==> config.mk <==
export PLATFORM = sky130hd
export DESIGN_NAME = lops_pulse_timer
export DESIGN_NICKNAME = d
export VERILOG_FILES = /design/src/lops_pkg.sv /design/src/lops_trig_in.sv /design/src/lops_channel.sv /design/src/lops_pulse_timer.sv
export SDC_FILE = /design/constraint.sdc
export NUM_CORES = 1
export LEC_CHECK = 0
export ABC_AREA = 1
export BUFFER_PORTS_ARGS = -buffer_cell sky130_fd_sc_hd__buf_2
export CAP_MARGIN = 25
export CORE_UTILIZATION = 55
export CTS_CLUSTER_SIZE = 40
export DETAILED_ROUTE_END_ITERATION = 8
export GPL_ROUTABILITY_DRIVEN = 0
export HOLD_SLACK_MARGIN = 0.15
export PLACE_DENSITY = 0.76
export SYNTH_ARGS = -nofsm -noshare
export SYNTH_HDL_FRONTEND = slang
export SYNTH_HIERARCHICAL = 1
export SYNTH_SLANG_ARGS = --single-unit
export TNS_END_PERCENT = 5
==> constraint.sdc <==
create_clock -name clk -period 3.8 [get_ports clk]
set_input_delay 0.19 -clock clk [delete_from_list [all_inputs] [get_ports clk]]
set_output_delay 0.19 -clock clk [all_outputs]
set_load 0.01 [all_outputs]
==> src/lops_pkg.sv <==
// Purpose: shared constants of the linked one-shot pulse timer
// Assumes: 32-bit register port, byte addresses, one word per register
// Notes:   field positions and reset values used by the timer and trigger input files, not by the channel
package lops_pkg;
    // widths
    localparam int DATA_W = 16;
    localparam int ADDR_W = 8;
    localparam int BUS_W  = 32;
    localparam int PSC_W  = 4;

    // register byte addresses
    localparam logic [7:0] ADDR_CTRL    = 8'h00;
    localparam logic [7:0] ADDR_TRIG    = 8'h04;
    localparam logic [7:0] ADDR_STATUS  = 8'h08;
    localparam logic [7:0] ADDR_MODE    = 8'h0C;
    localparam logic [7:0] ADDR_MRELOAD = 8'h10;
    localparam logic [7:0] ADDR_SRELOAD = 8'h14;
    localparam logic [7:0] ADDR_MCOUNT  = 8'h18;
    localparam logic [7:0] ADDR_SCOUNT  = 8'h1C;
    localparam logic [7:0] ADDR_OUTCFG  = 8'h20;

    // control: timer_unit_clock_on
    localparam int BIT_UNIT_ON = 0;
    // trigger register, write-only, self-clearing
    localparam int BIT_M_START = 0;
    localparam int BIT_S_START = 1;
    localparam int BIT_M_STOP  = 2;
    localparam int BIT_S_STOP  = 3;
    // status register
    localparam int BIT_M_EN    = 0;
    localparam int BIT_S_EN    = 1;
    localparam int BIT_OUT_LVL = 2;
    localparam int BIT_PAIR_OK = 3;
    // channel_mode_cfg fields
    localparam int BIT_EDGE_LO = 0;
    localparam int BIT_EDGE_HI = 1;
    localparam int BIT_FILTER  = 2;
    localparam int PSC_LSB     = 3;
    localparam int BIT_LEADER  = 7;
    localparam int MODE_W      = 8;
    // output configuration fields
    localparam int BIT_OUT_VAL = 0;
    localparam int BIT_GATE    = 1;
    localparam int BIT_POL     = 2;
    localparam int BIT_ROLE    = 3;
    localparam int OUTCFG_W    = 4;

    // edge select encodings {edge_select_high, edge_select_low}
    localparam logic [1:0] EDGE_FALL = 2'h0;
    localparam logic [1:0] EDGE_RISE = 2'h1;

    // reset values
    localparam logic [MODE_W-1:0]   RST_MODE   = 8'h00;
    localparam logic [OUTCFG_W-1:0] RST_OUTCFG = 4'h0;
    localparam logic [DATA_W-1:0]   RST_COUNT  = 16'h0000;
    localparam logic [15:0]         PSC_ONE    = 16'h0001;
    localparam logic [BUS_W-1:0]    RD_ZERO    = 32'h0000_0000;
endpackage : lops_pkg

==> src/lops_trig_in.sv <==
// Purpose: optional noise filter and edge select on the trigger input pin
// Assumes: pin is synchronous to clk
// Notes:   filter passes a level only after two equal consecutive samples
`timescale 1ns/1ps
module lops_trig_in (
    input  wire logic       clk,
    input  wire logic       clr,
    input  wire logic       pin,
    input  wire logic       filter_en,
    input  wire logic [1:0] edge_sel,
    output logic            edge_pulse
);
    import lops_pkg::*;

    logic samp_reg, samp_next;
    logic lvl_reg,  lvl_next;
    logic edge_reg, edge_next;

    // filtered level and edge decode
    always_comb begin
        samp_next = pin;
        lvl_next  = lvl_reg;
        if (!filter_en || pin == samp_reg) begin
            lvl_next = pin;
        end
        unique case (edge_sel)
            EDGE_FALL: edge_next = lvl_reg && !lvl_next;
            EDGE_RISE: edge_next = !lvl_reg && lvl_next;
            default:   edge_next = lvl_reg != lvl_next;
        endcase
    end

    // state registers
    always_ff @(posedge clk) begin
        if (clr) begin
            samp_reg <= 1'b0;
            lvl_reg  <= 1'b0;
            edge_reg <= 1'b0;
        end else begin
            samp_reg <= samp_next;
            lvl_reg  <= lvl_next;
            edge_reg <= edge_next;
        end
    end

    assign edge_pulse = edge_reg;
endmodule : lops_trig_in

==> src/lops_channel.sv <==
// Purpose: one single-count down counter channel
// Assumes: tick is a one-cycle count clock enable
// Notes:   a trigger on a tick loads at once, else it is latched for the next tick
`timescale 1ns/1ps
module lops_channel #(
    parameter int CNT_W = 16
) (
    input  wire logic             clk,
    input  wire logic             clr,
    input  wire logic             tick,
    input  wire logic             enable,
    input  wire logic             trigger,
    input  wire logic [CNT_W-1:0] reload,
    output logic      [CNT_W-1:0] count,
    output logic                  active,
    output logic                  pending,
    output logic                  irq,
    output logic                  load
);
    localparam logic [CNT_W-1:0] CNT_ONE = {{(CNT_W-1){1'b0}}, 1'b1};

    logic [CNT_W-1:0] cnt_reg, cnt_next;
    logic             act_reg, act_next;
    logic             pend_reg, pend_next;
    logic             irq_reg, irq_next;
    logic             load_reg, load_next;

    // trigger latch, load and down count; frozen while disabled
    always_comb begin
        cnt_next  = cnt_reg;
        act_next  = act_reg;
        pend_next = pend_reg;
        irq_next  = 1'b0;
        load_next = 1'b0;
        if (!enable) begin
            pend_next = 1'b0;
        end else begin
            if (trigger) begin
                pend_next = 1'b1;
            end
            if (tick) begin
                // a trigger on a tick is taken at once, keeping delay exact
                if (pend_reg || trigger) begin
                    cnt_next  = reload;
                    act_next  = reload != '0;
                    irq_next  = reload == '0;
                    load_next = 1'b1;
                    pend_next = 1'b0;
                end else if (act_reg) begin
                    cnt_next = cnt_reg - CNT_ONE;
                    if (cnt_reg == CNT_ONE) begin
                        act_next = 1'b0;
                        irq_next = 1'b1;
                    end
                end
            end
        end
    end

    // state registers
    always_ff @(posedge clk) begin
        if (clr) begin
            cnt_reg  <= '0;
            act_reg  <= 1'b0;
            pend_reg <= 1'b0;
            irq_reg  <= 1'b0;
            load_reg <= 1'b0;
        end else begin
            cnt_reg  <= cnt_next;
            act_reg  <= act_next;
            pend_reg <= pend_next;
            irq_reg  <= irq_next;
            load_reg <= load_next;
        end
    end

    assign count   = cnt_reg;
    assign active  = act_reg;
    assign pending = pend_reg;
    assign irq     = irq_reg;
    assign load    = load_reg;
endmodule : lops_channel

==> src/lops_pulse_timer.sv <==
// Purpose: linked master/slave channel pair giving a delayed one-shot pulse
// Assumes: one 25 MHz clock, synchronous active-high reset, sync pin input
// Notes:   count clock is a prescaled one-cycle enable of clk
//
// Notes on behaviour
// - delay is master reload plus one tick and one clk cycle
// - pulse width is slave reload ticks
// - master trigger loads reload, then counts down
// - master zero raises irq, waits next trigger
// - master irq starts slave load and count
// - slave zero raises irq, waits master irq
// - output active one tick plus one clk cycle after master irq
// - software start bit acts as trigger
// - start bits set both enables, self-clear
// - stop bits clear enables, freeze counters, output
// - polarity bit zero high, one low
// - role bit selects master or slave output
// - gate bit lets counting drive output
// - stopped channel keeps output register level
// - counters readable anytime, status register shows enables, output level, pairing
// - unit off ignores writes except to control, resets everything
// - master even channel, slave higher bounded
`timescale 1ns/1ps
module lops_pulse_timer #(
    parameter int UNIT      = 0,
    parameter int MASTER_CH = 0,
    parameter int SLAVE_CH  = 1,
    parameter int CNT_W     = lops_pkg::DATA_W
) (
    input  wire logic                        clk,
    input  wire logic                        rst,
    input  wire logic [lops_pkg::ADDR_W-1:0] addr,
    input  wire logic [lops_pkg::BUS_W-1:0]  wdata,
    input  wire logic                        we,
    input  wire logic                        re,
    input  wire logic                        trig_pin,
    output logic      [lops_pkg::BUS_W-1:0]  rdata,
    output logic                             pulse_out,
    output logic                             master_expire_irq,
    output logic                             slave_expire_irq
);
    import lops_pkg::*;

    // pairing legality, shown in status
    localparam logic PAIR_OK = (MASTER_CH % 2 == 0) && (MASTER_CH <= 6)
        && (SLAVE_CH > MASTER_CH) && (SLAVE_CH <= ((UNIT == 0) ? 3 : 7));
    localparam logic LEADER_FIXED = MASTER_CH == 0;

    logic                on_reg,     on_next;
    logic [MODE_W-1:0]   mode_reg,   mode_next;
    logic [OUTCFG_W-1:0] outcfg_reg, outcfg_next;
    logic [CNT_W-1:0]    mrel_reg,   mrel_next;
    logic [CNT_W-1:0]    srel_reg,   srel_next;
    logic                men_reg,    men_next;
    logic                sen_reg,    sen_next;
    logic                out_reg,    out_next;
    logic [BUS_W-1:0]    rdata_reg,  rdata_next;
    logic [15:0]         psc_reg,    psc_next;
    logic                tick_reg,   tick_next;

    logic             unit_clr;
    logic             wr;
    logic             m_start, s_start, m_stop, s_stop;
    logic             pin_edge, m_trig;
    logic [CNT_W-1:0] m_cnt, s_cnt;
    logic             m_act, s_act, m_pend, s_pend;
    logic             m_irq, s_irq, m_load, s_load;
    logic             active_lvl;
    logic [15:0]      psc_limit;

    // unit off holds every block in reset, writes gated
    assign unit_clr = rst || !on_reg;
    assign wr       = we && on_reg;
    assign m_start  = wr && addr == ADDR_TRIG && wdata[BIT_M_START];
    assign s_start  = wr && addr == ADDR_TRIG && wdata[BIT_S_START];
    assign m_stop   = wr && addr == ADDR_TRIG && wdata[BIT_M_STOP];
    assign s_stop   = wr && addr == ADDR_TRIG && wdata[BIT_S_STOP];

    // start trigger: pin edge or software start while enabled
    assign m_trig     = men_reg && (pin_edge || m_start);
    assign active_lvl = !outcfg_reg[BIT_POL];
    assign psc_limit  = (PSC_ONE << mode_reg[PSC_LSB +: PSC_W]) - PSC_ONE;

    lops_trig_in u_trig_in (
        .clk        (clk),
        .clr        (unit_clr),
        .pin        (trig_pin),
        .filter_en  (mode_reg[BIT_FILTER]),
        .edge_sel   ({mode_reg[BIT_EDGE_HI], mode_reg[BIT_EDGE_LO]}),
        .edge_pulse (pin_edge)
    );

    // delay channel
    lops_channel #(.CNT_W(CNT_W)) u_master (
        .clk     (clk),
        .clr     (unit_clr),
        .tick    (tick_reg),
        .enable  (men_reg),
        .trigger (m_trig),
        .reload  (mrel_reg),
        .count   (m_cnt),
        .active  (m_act),
        .pending (m_pend),
        .irq     (m_irq),
        .load    (m_load)
    );

    // pulse width channel, started by the master expiry
    lops_channel #(.CNT_W(CNT_W)) u_slave (
        .clk     (clk),
        .clr     (unit_clr),
        .tick    (tick_reg),
        .enable  (sen_reg),
        .trigger (m_irq),
        .reload  (srel_reg),
        .count   (s_cnt),
        .active  (s_act),
        .pending (s_pend),
        .irq     (s_irq),
        .load    (s_load)
    );

    // count clock prescaler
    always_comb begin
        tick_next = psc_reg == psc_limit;
        psc_next  = tick_next ? 16'h0000 : psc_reg + PSC_ONE;
    end

    // configuration and enable bits
    always_comb begin
        on_next     = on_reg;
        mode_next   = mode_reg;
        outcfg_next = outcfg_reg;
        mrel_next   = mrel_reg;
        srel_next   = srel_reg;
        men_next    = men_reg;
        sen_next    = sen_reg;
        if (we && addr == ADDR_CTRL) begin
            on_next = wdata[BIT_UNIT_ON];
        end
        if (wr && addr == ADDR_MODE) begin
            mode_next = wdata[MODE_W-1:0];
            if (LEADER_FIXED) begin
                mode_next[BIT_LEADER] = 1'b0;
            end
        end
        if (wr && addr == ADDR_OUTCFG) begin
            outcfg_next = wdata[OUTCFG_W-1:0];
        end
        if (wr && addr == ADDR_MRELOAD) begin
            mrel_next = wdata[CNT_W-1:0];
        end
        if (wr && addr == ADDR_SRELOAD) begin
            srel_next = wdata[CNT_W-1:0];
        end
        if (m_start) begin
            men_next = 1'b1;
        end
        if (s_start) begin
            sen_next = 1'b1;
        end
        if (m_stop) begin
            men_next = 1'b0;
        end
        if (s_stop) begin
            sen_next = 1'b0;
        end
    end

    // output pin level; counting events beat a software write
    always_comb begin
        out_next = out_reg;
        if (wr && addr == ADDR_OUTCFG) begin
            out_next = wdata[BIT_OUT_VAL];
        end
        if (outcfg_reg[BIT_GATE]) begin
            if (outcfg_reg[BIT_ROLE]) begin
                if (s_load && s_act) begin
                    out_next = active_lvl;
                end
                if (s_irq) begin
                    out_next = !active_lvl;
                end
            end else if (m_irq) begin
                out_next = !out_reg;
            end
        end
    end

    // read mux, data valid the cycle after the strobe only
    always_comb begin
        rdata_next = RD_ZERO;
        if (re) begin
            unique case (addr)
                ADDR_CTRL:    rdata_next[BIT_UNIT_ON] = on_reg;
                ADDR_STATUS: begin
                    rdata_next[BIT_M_EN]    = men_reg;
                    rdata_next[BIT_S_EN]    = sen_reg;
                    rdata_next[BIT_OUT_LVL] = out_reg;
                    rdata_next[BIT_PAIR_OK] = PAIR_OK;
                end
                ADDR_MODE:    rdata_next[MODE_W-1:0]   = mode_reg;
                ADDR_OUTCFG: begin
                    rdata_next[OUTCFG_W-1:0] = outcfg_reg;
                    rdata_next[BIT_OUT_VAL]  = out_reg;
                end
                ADDR_MRELOAD: rdata_next[CNT_W-1:0] = mrel_reg;
                ADDR_SRELOAD: rdata_next[CNT_W-1:0] = srel_reg;
                ADDR_MCOUNT:  rdata_next[CNT_W-1:0] = m_cnt;
                ADDR_SCOUNT:  rdata_next[CNT_W-1:0] = s_cnt;
                default:      rdata_next = RD_ZERO;
            endcase
        end
    end

    // unit enable and read data, reset only by system reset
    always_ff @(posedge clk) begin
        if (rst) begin
            on_reg    <= 1'b0;
            rdata_reg <= RD_ZERO;
        end else begin
            on_reg    <= on_next;
            rdata_reg <= rdata_next;
        end
    end

    // unit state, reset while the unit clock is off
    always_ff @(posedge clk) begin
        if (unit_clr) begin
            mode_reg   <= RST_MODE;
            outcfg_reg <= RST_OUTCFG;
            mrel_reg   <= RST_COUNT;
            srel_reg   <= RST_COUNT;
            men_reg    <= 1'b0;
            sen_reg    <= 1'b0;
            out_reg    <= 1'b0;
            psc_reg    <= 16'h0000;
            tick_reg   <= 1'b0;
        end else begin
            mode_reg   <= mode_next;
            outcfg_reg <= outcfg_next;
            mrel_reg   <= mrel_next;
            srel_reg   <= srel_next;
            men_reg    <= men_next;
            sen_reg    <= sen_next;
            out_reg    <= out_next;
            psc_reg    <= psc_next;
            tick_reg   <= tick_next;
        end
    end

    assign rdata             = rdata_reg;
    assign pulse_out         = out_reg;
    assign master_expire_irq = m_irq;
    assign slave_expire_irq  = s_irq;
endmodule : lops_pulse_timer

==> impl_metrics.json, run 1 <==
{
  "status": "complete, no violations",
  "clock-root-buffer": "clkbuf_16",
  "io-pin-count": 80,
  "drive_gt1_share_pct": 14.3,
  "slowest_stage": "inv_1",
  "cts_tree": "yes",
  "clock_latency_ns": 0.42,
  "r2r-start": "on_reg",
  "grt_pass1_vias": 6506,
  "tightest_slew_ns": 0.792,
  "via_per_inst": 5.39,
  "n_antenna_cell": 0,
  "worstHoldStart": "addr[3]",
  "initial_utilization_pct": 56.5,
  "area.growth.synth_to_final_pct": 14.6,
  "worstSetupPathType": "flip-flop to flip-flop",
  "dpl.hpwl_microns": 13100,
  "final_hold_viol_count": 0,
  "worstPathArrival_ns": 3.31,
  "max_freq_ghz": 0.339,
  "cts_buffers": 17,
  "fin_ws_ns": 0.850,
  "hold_depth": 4,
  "place_ws_ns": 0.971,
  "ctsResizeCount": 0,
  "rr_endpoint": "u_master/count[3]",
  "clkTransAtPathRegs_ns": 0.05,
  "setup_viol_count_final": 0,
  "period_share_pct": 77.6,
  "antenna_left": 0,
  "yosys_warnings": 6,
  "post_drt_wl_per_cell_microns": 14.2,
  "min_to": "outcfg_reg[1]",
  "port-buffer-count": 47,
  "leakage_nw": 3.42,
  "rr_worst_depth": 14,
  "max-slew-margin-rel_pct": 47.1,
  "tns_ns": 0,
  "drtIter0Drc": 616,
  "nets": 1195,
  "drc": 0,
  "rsz0062_at_grt": "false",
  "worstPathRequired_ns": 4.16,
  "clock_skew_ns": 0.00747,
  "cp-start-kind": "flip-flop",
  "clockBufferDepth": 2,
  "avgSynthCellArea_sq_um": 6.55,
  "core_sq_um": 12600,
  "grt_max_degree": 36,
  "via_count": 7149,
  "finalWirelength_microns": 18900,
  "synth_cells": 1089,
  "irDropWorstVdd_mv": 0.284,
  "cp_cell_sequence": "nand2_1 -> inv_1 -> nand3_1 -> nor2_1 -> nor2_1 -> nor2_1 -> inv_2 -> nand2_4 -> nor2_4 -> nor2_4 -> inv_2 -> a21oi_1 -> o21ai_0 -> a21oi_1",
  "die_area_sq_um": 13400,
  "hp-class": "input port to flip-flop",
  "end_kind": "flip-flop",
  "rrSetupSlack_ns": 0.85,
  "grt_usage_pct": 29.7,
  "finalMaxSlewViolations": 0,
  "power_density_nw_per_um2": 380,
  "maxCapViolCount": 0,
  "syn_area_sq_um": 7140,
  "critPathMaxStageDelay_ns": 0.45,
  "fp.dieH_microns": 116,
  "critPathMostFrequentCell": "nor2_1",
  "fin_crit_ns": 2.95,
  "first_pass_iters": 5,
  "cts_htree_levels": 4,
  "cp_max_fo": 24,
  "grt_antenna_before_repair": 0,
  "grt-ovfl-total": 0,
  "die_w_microns": 116,
  "placementRows": 41,
  "grt_pass1_wl_microns": 30800,
  "nFillCells": 1161,
  "hold_slack_ns": 0.207,
  "cts.sinks": 121
}
[layout make-up]
| cell class | count | area [sq um] | share of cell area (%) |
|---|---|---|---|
| clock buffers | 24 | 482 | 5.89 |
| repair buffers | 71 | 480 | 5.87 |
| inverters | 134 | 505 | 6.18 |
| well taps | 172 | 215 | 2.63 |
| clock inverters | 8 | 165 | 2.02 |
| flip-flops and latches | 121 | 2420 | 29.6 |
| multi-input cells | 797 | 3910 | 47.8 |
[critical path, delay by kind of cell, from the launching register on]
kind                   cells  cell delay [ns]
and+or+nand+nor            8             1.41
AOI/OAI and AO/OA          3             0.39
buffers and inverters      3             0.77
DFF                        1             0.32
[per-layer routing]
layer  track usage, %  part of all wire [%]  wire [microns]
met2             49.7                    48            8970
met1             37.1                    43            8090
met4             12.4                   2.4             451
met3             6.22                   7.2            1350
met5                0                     0               0
[how the worst max path moves through the flow]
stage	startpoint	end	depth (start not counted)
after floorplan	mode_reg[5]	psc_reg[10]	16
after global placement	on_reg	u_master/count[3]	14
after detailed placement	on_reg	u_master/count[3]	14
after CTS	on_reg	u_master/count[3]	14
after global routing	on_reg	u_master/count[3]	14
final	on_reg	u_master/count[3]	14
[through the flow]
step	power, mW	instances	utilization, %	area (sq um)
floorplan	1.33	1104	-	7190
global placement	1.34	1273	57.9	7300
detailed placement	1.34	1274	58.0	7320
CTS	3.12	1327	64.8	8180
global route	3.20	1327	64.8	8180
finish	3.11	1327	64.8	8180
[cell usage in the layout (no fill, tap or decap), types with 4 or more instances in the layout]
cell,n
nand2_2,8
a41oi_1,9
clkbuf_1,4
nor2_1,126
ha_1,8
a211oi_2,4
nor2_4,7
dfxtp_1,121
conb_1,16
nand2_1,288
nor3_1,5
o21ai_0,57
a21oi_2,13
nor2_2,25
dlygate4sd3_1,21
xor2_1,17
nand3_1,78
o21ai_1,6
nand3_2,4
nand4_1,13
a21oi_1,85
clkbuf_16,17
buf_2,47
inv_2,15
inv_1,118
bufinv_16,5
o22ai_1,7
[power breakdown]
group	leakage, nW	internal (mW)	total (mW)	switching [mW]
combinational	2.13	0.0282	0.0653	0.0371
sequential	0.974	1.27	1.27	0.0000381
clock	0.318	1.21	1.78	0.564
total	3.42	2.51	3.11	0.601
[what timing repair did]
item,4_1_cts,5_1_grt
setup buffers,0,0
endpoints found under the hold margin,47,0
endpoints found under the setup margin,0,0
hold buffers,21,0
No activity file was read; power rests on OpenSTA's default activity.
==> inputs of run 2 (changes only) <==
- CORE_UTILIZATION: 55 -> 54
- PLACE_DENSITY: 0.76 -> 0.77
- clock period: 3.8 -> 2.7 ns (I/O delays scaled with it)
==> run 2 against run 1 <==
Total power is 37% higher. Clock power is 35% higher. Sequential cell count stayed put. Register-to-register slack worse by 0.37 ns. Non-clock buffer count is 11 higher. Critical path type unchanged. Largest cell class unchanged.
==> impl_metrics.json, run 2 (synthesized netlist as in run 1, its figures left out) <==
{
  "setup_viol_count_final": 0,
  "cts_buffers": 17,
  "io-pin-count": 80,
  "final_util_pct": 64.4,
  "grt_pass1_wl_microns": 30600,
  "grt-ovfl-total": 0,
  "via_count": 7125,
  "fin_cells": 1337,
  "first_pass_iters": 6,
  "port-buffer-count": 47,
  "finalWirelength_microns": 18700,
  "cts.sinks": 121,
  "area.growth.synth_to_final_pct": 15.3,
  "cp_max_fo": 16,
  "grt_util_met1_pct": 37.8,
  "worstPathRequired_ns": 3.01,
  "post_drt_wl_per_cell_microns": 14.0,
  "power_frac_clock_pct": 56.0,
  "dpl.hpwl_microns": 13100,
  "combPwrFrac_pct": 2.2,
  "leakage_nw": 3.44,
  "worstPathArrival_ns": 2.53,
  "clock_skew_ns": 0.00879,
  "grt_max_degree": 35,
  "power_frac_seq_pct": 41.8,
  "drtIter0Drc": 694,
  "fp.dieH_microns": 117,
  "status": "complete, no violations",
  "tightest_slew_ns": 0.749,
  "max_freq_ghz": 0.451,
  "clockBufferDepth": 2,
  "power_mw": 4.28,
  "max-slew-margin-rel_pct": 50.0,
  "final_cell_mix": "nand2_1 (288), nor2_1 (126), dfxtp_1 (121), inv_1 (118), a21oi_1 (85)",
  "clkTransAtPathRegs_ns": 0.06,
  "placementRows": 41,
  "finalMaxSlewViolations": 0,
  "die_area_sq_um": 13700,
  "final_hold_viol_count": 0,
  "globalRouteMet3Util_pct": 6.13,
  "maxCapViolCount": 0,
  "grt_pass1_vias": 6432,
  "nFillCells": 1133,
  "dp.cells": 1283,
  "rrSetupSlack_ns": 0.48,
  "p_sw_uw": 885,
  "core_sq_um": 12800,
  "via_per_inst": 5.33,
  "cts_htree_levels": 4,
  "clock-root-buffer": "clkbuf_16",
  "period_share_pct": 82.2,
  "use_met2_pct": 47.2,
  "final_common_cell": "nand2_1",
  "end_kind": "flip-flop",
  "antenna_left": 0,
  "irDropWorstVdd_mv": 0.368,
  "rsz0062_at_grt": "false",
  "grt_antenna_before_repair": 0,
  "drive_gt1_share_pct": 15.0,
  "n_antenna_cell": 0,
  "tns_ns": 0,
  "clock_latency_ns": 0.42,
  "worstSetupPathType": "flip-flop to flip-flop",
  "drc": 0,
  "initial_utilization_pct": 55.9,
  "grt-busiest-layer": "met2",
  "die_w_microns": 117,
  "grt_usage_pct": 29.1,
  "swShare_pct": 20.7,
  "cts_tree": "yes",
  "nets": 1206,
  "internal-power_mw": 3.39,
  "hp-class": "input port to flip-flop",
  "fin_crit_ns": 2.22,
  "cp-start-kind": "flip-flop",
  "power_density_nw_per_um2": 520
}
==> run 2: cell types whose count changed in the layout (fill, tap and decap cells not counted), sizes merged <==
cell         previous run  this run
dlygate4sd3            21        23
clkbuf                 24        20
clkinv                  3         4
buf                    50        59
bufinv                  5         4
inv                   134       135
clkinvlp                0         2
==> run 2: final timing paths <==
kind	start	end	cells past startpoint
worst max-delay path	mode_reg[5]	psc_reg[0]	14
worst min-delay path	addr[3]	rdata[0]	6
worst max register to register	mode_reg[5]	psc_reg[0]	14
worst min register to register	mrel_reg[5]	mrel_reg[5]	2
==> run 2: layout make-up <==
| type | instances | area (sq um) | share of cell area, % |
|---|---|---|---|
| multi-input cells | 797 | 3910 | 47.5 |
| flip-flops and latches | 121 | 2420 | 29.4 |
| repair buffers | 82 | 556 | 6.75 |
| inverters | 134 | 505 | 6.14 |
| clock buffers | 20 | 447 | 5.43 |
| well taps | 172 | 215 | 2.62 |
| clock inverters | 11 | 171 | 2.08 |
==> run 2: routing by layer <==
| layer | part of all wire (%) | vias up |
|---|---|---|
| met5 | 0 | - |
| met1 | 44 | 3223 |
| met3 | 7.4 | 40 |
| met2 | 46 | 288 |
| li1 | - | 3574 |
| met4 | 2.3 | 0 |
==> run 2: repair_timing <==
| action | CTS | global route |
|---|---|---|
| hold buffers | 23 | 0 |
| gates resized for setup | 0 | 0 |
| setup buffers | 0 | 0 |
| hold endpoints to repair | 48 | 0 |
==> run 2: power groups by stage <==
stage                     Sequential (mW)  Combinational [mW]  Clock, mW
after detailed placement             1.82              0.0665          0
after CTS                            1.79              0.0899       2.41
after floorplan                      1.82              0.0478          0
after global placement               1.82              0.0665          0
final                                1.79              0.0937       2.40
after global routing                 1.79               0.104       2.48
==> run 2: critical path, cell delays in order, from the launching register on <==
cell     delay, ns
dfxtp_1       0.43
nor2_4        0.24
nand2_1       0.10
ha_1          0.31
nor2_1        0.05
nor2_1        0.08
nand2_1       0.06
nor2_1        0.11
nand2_1       0.06
nor2_1        0.09
nand2_1       0.06
nor2_1        0.11
nand3_2       0.11
nand2_4       0.22
nor2_1        0.06
==> run 2: through the flow <==
stage,hold slack (ns),worst slack [ns],instance area [sq um]
floorplan,0.260,0.756,7190
global placement,0.375,0.484,7380
detailed placement,0.385,0.484,7380
CTS,0.178,0.481,8230
global route,0.238,0.225,8230
finish,0.209,0.480,8230
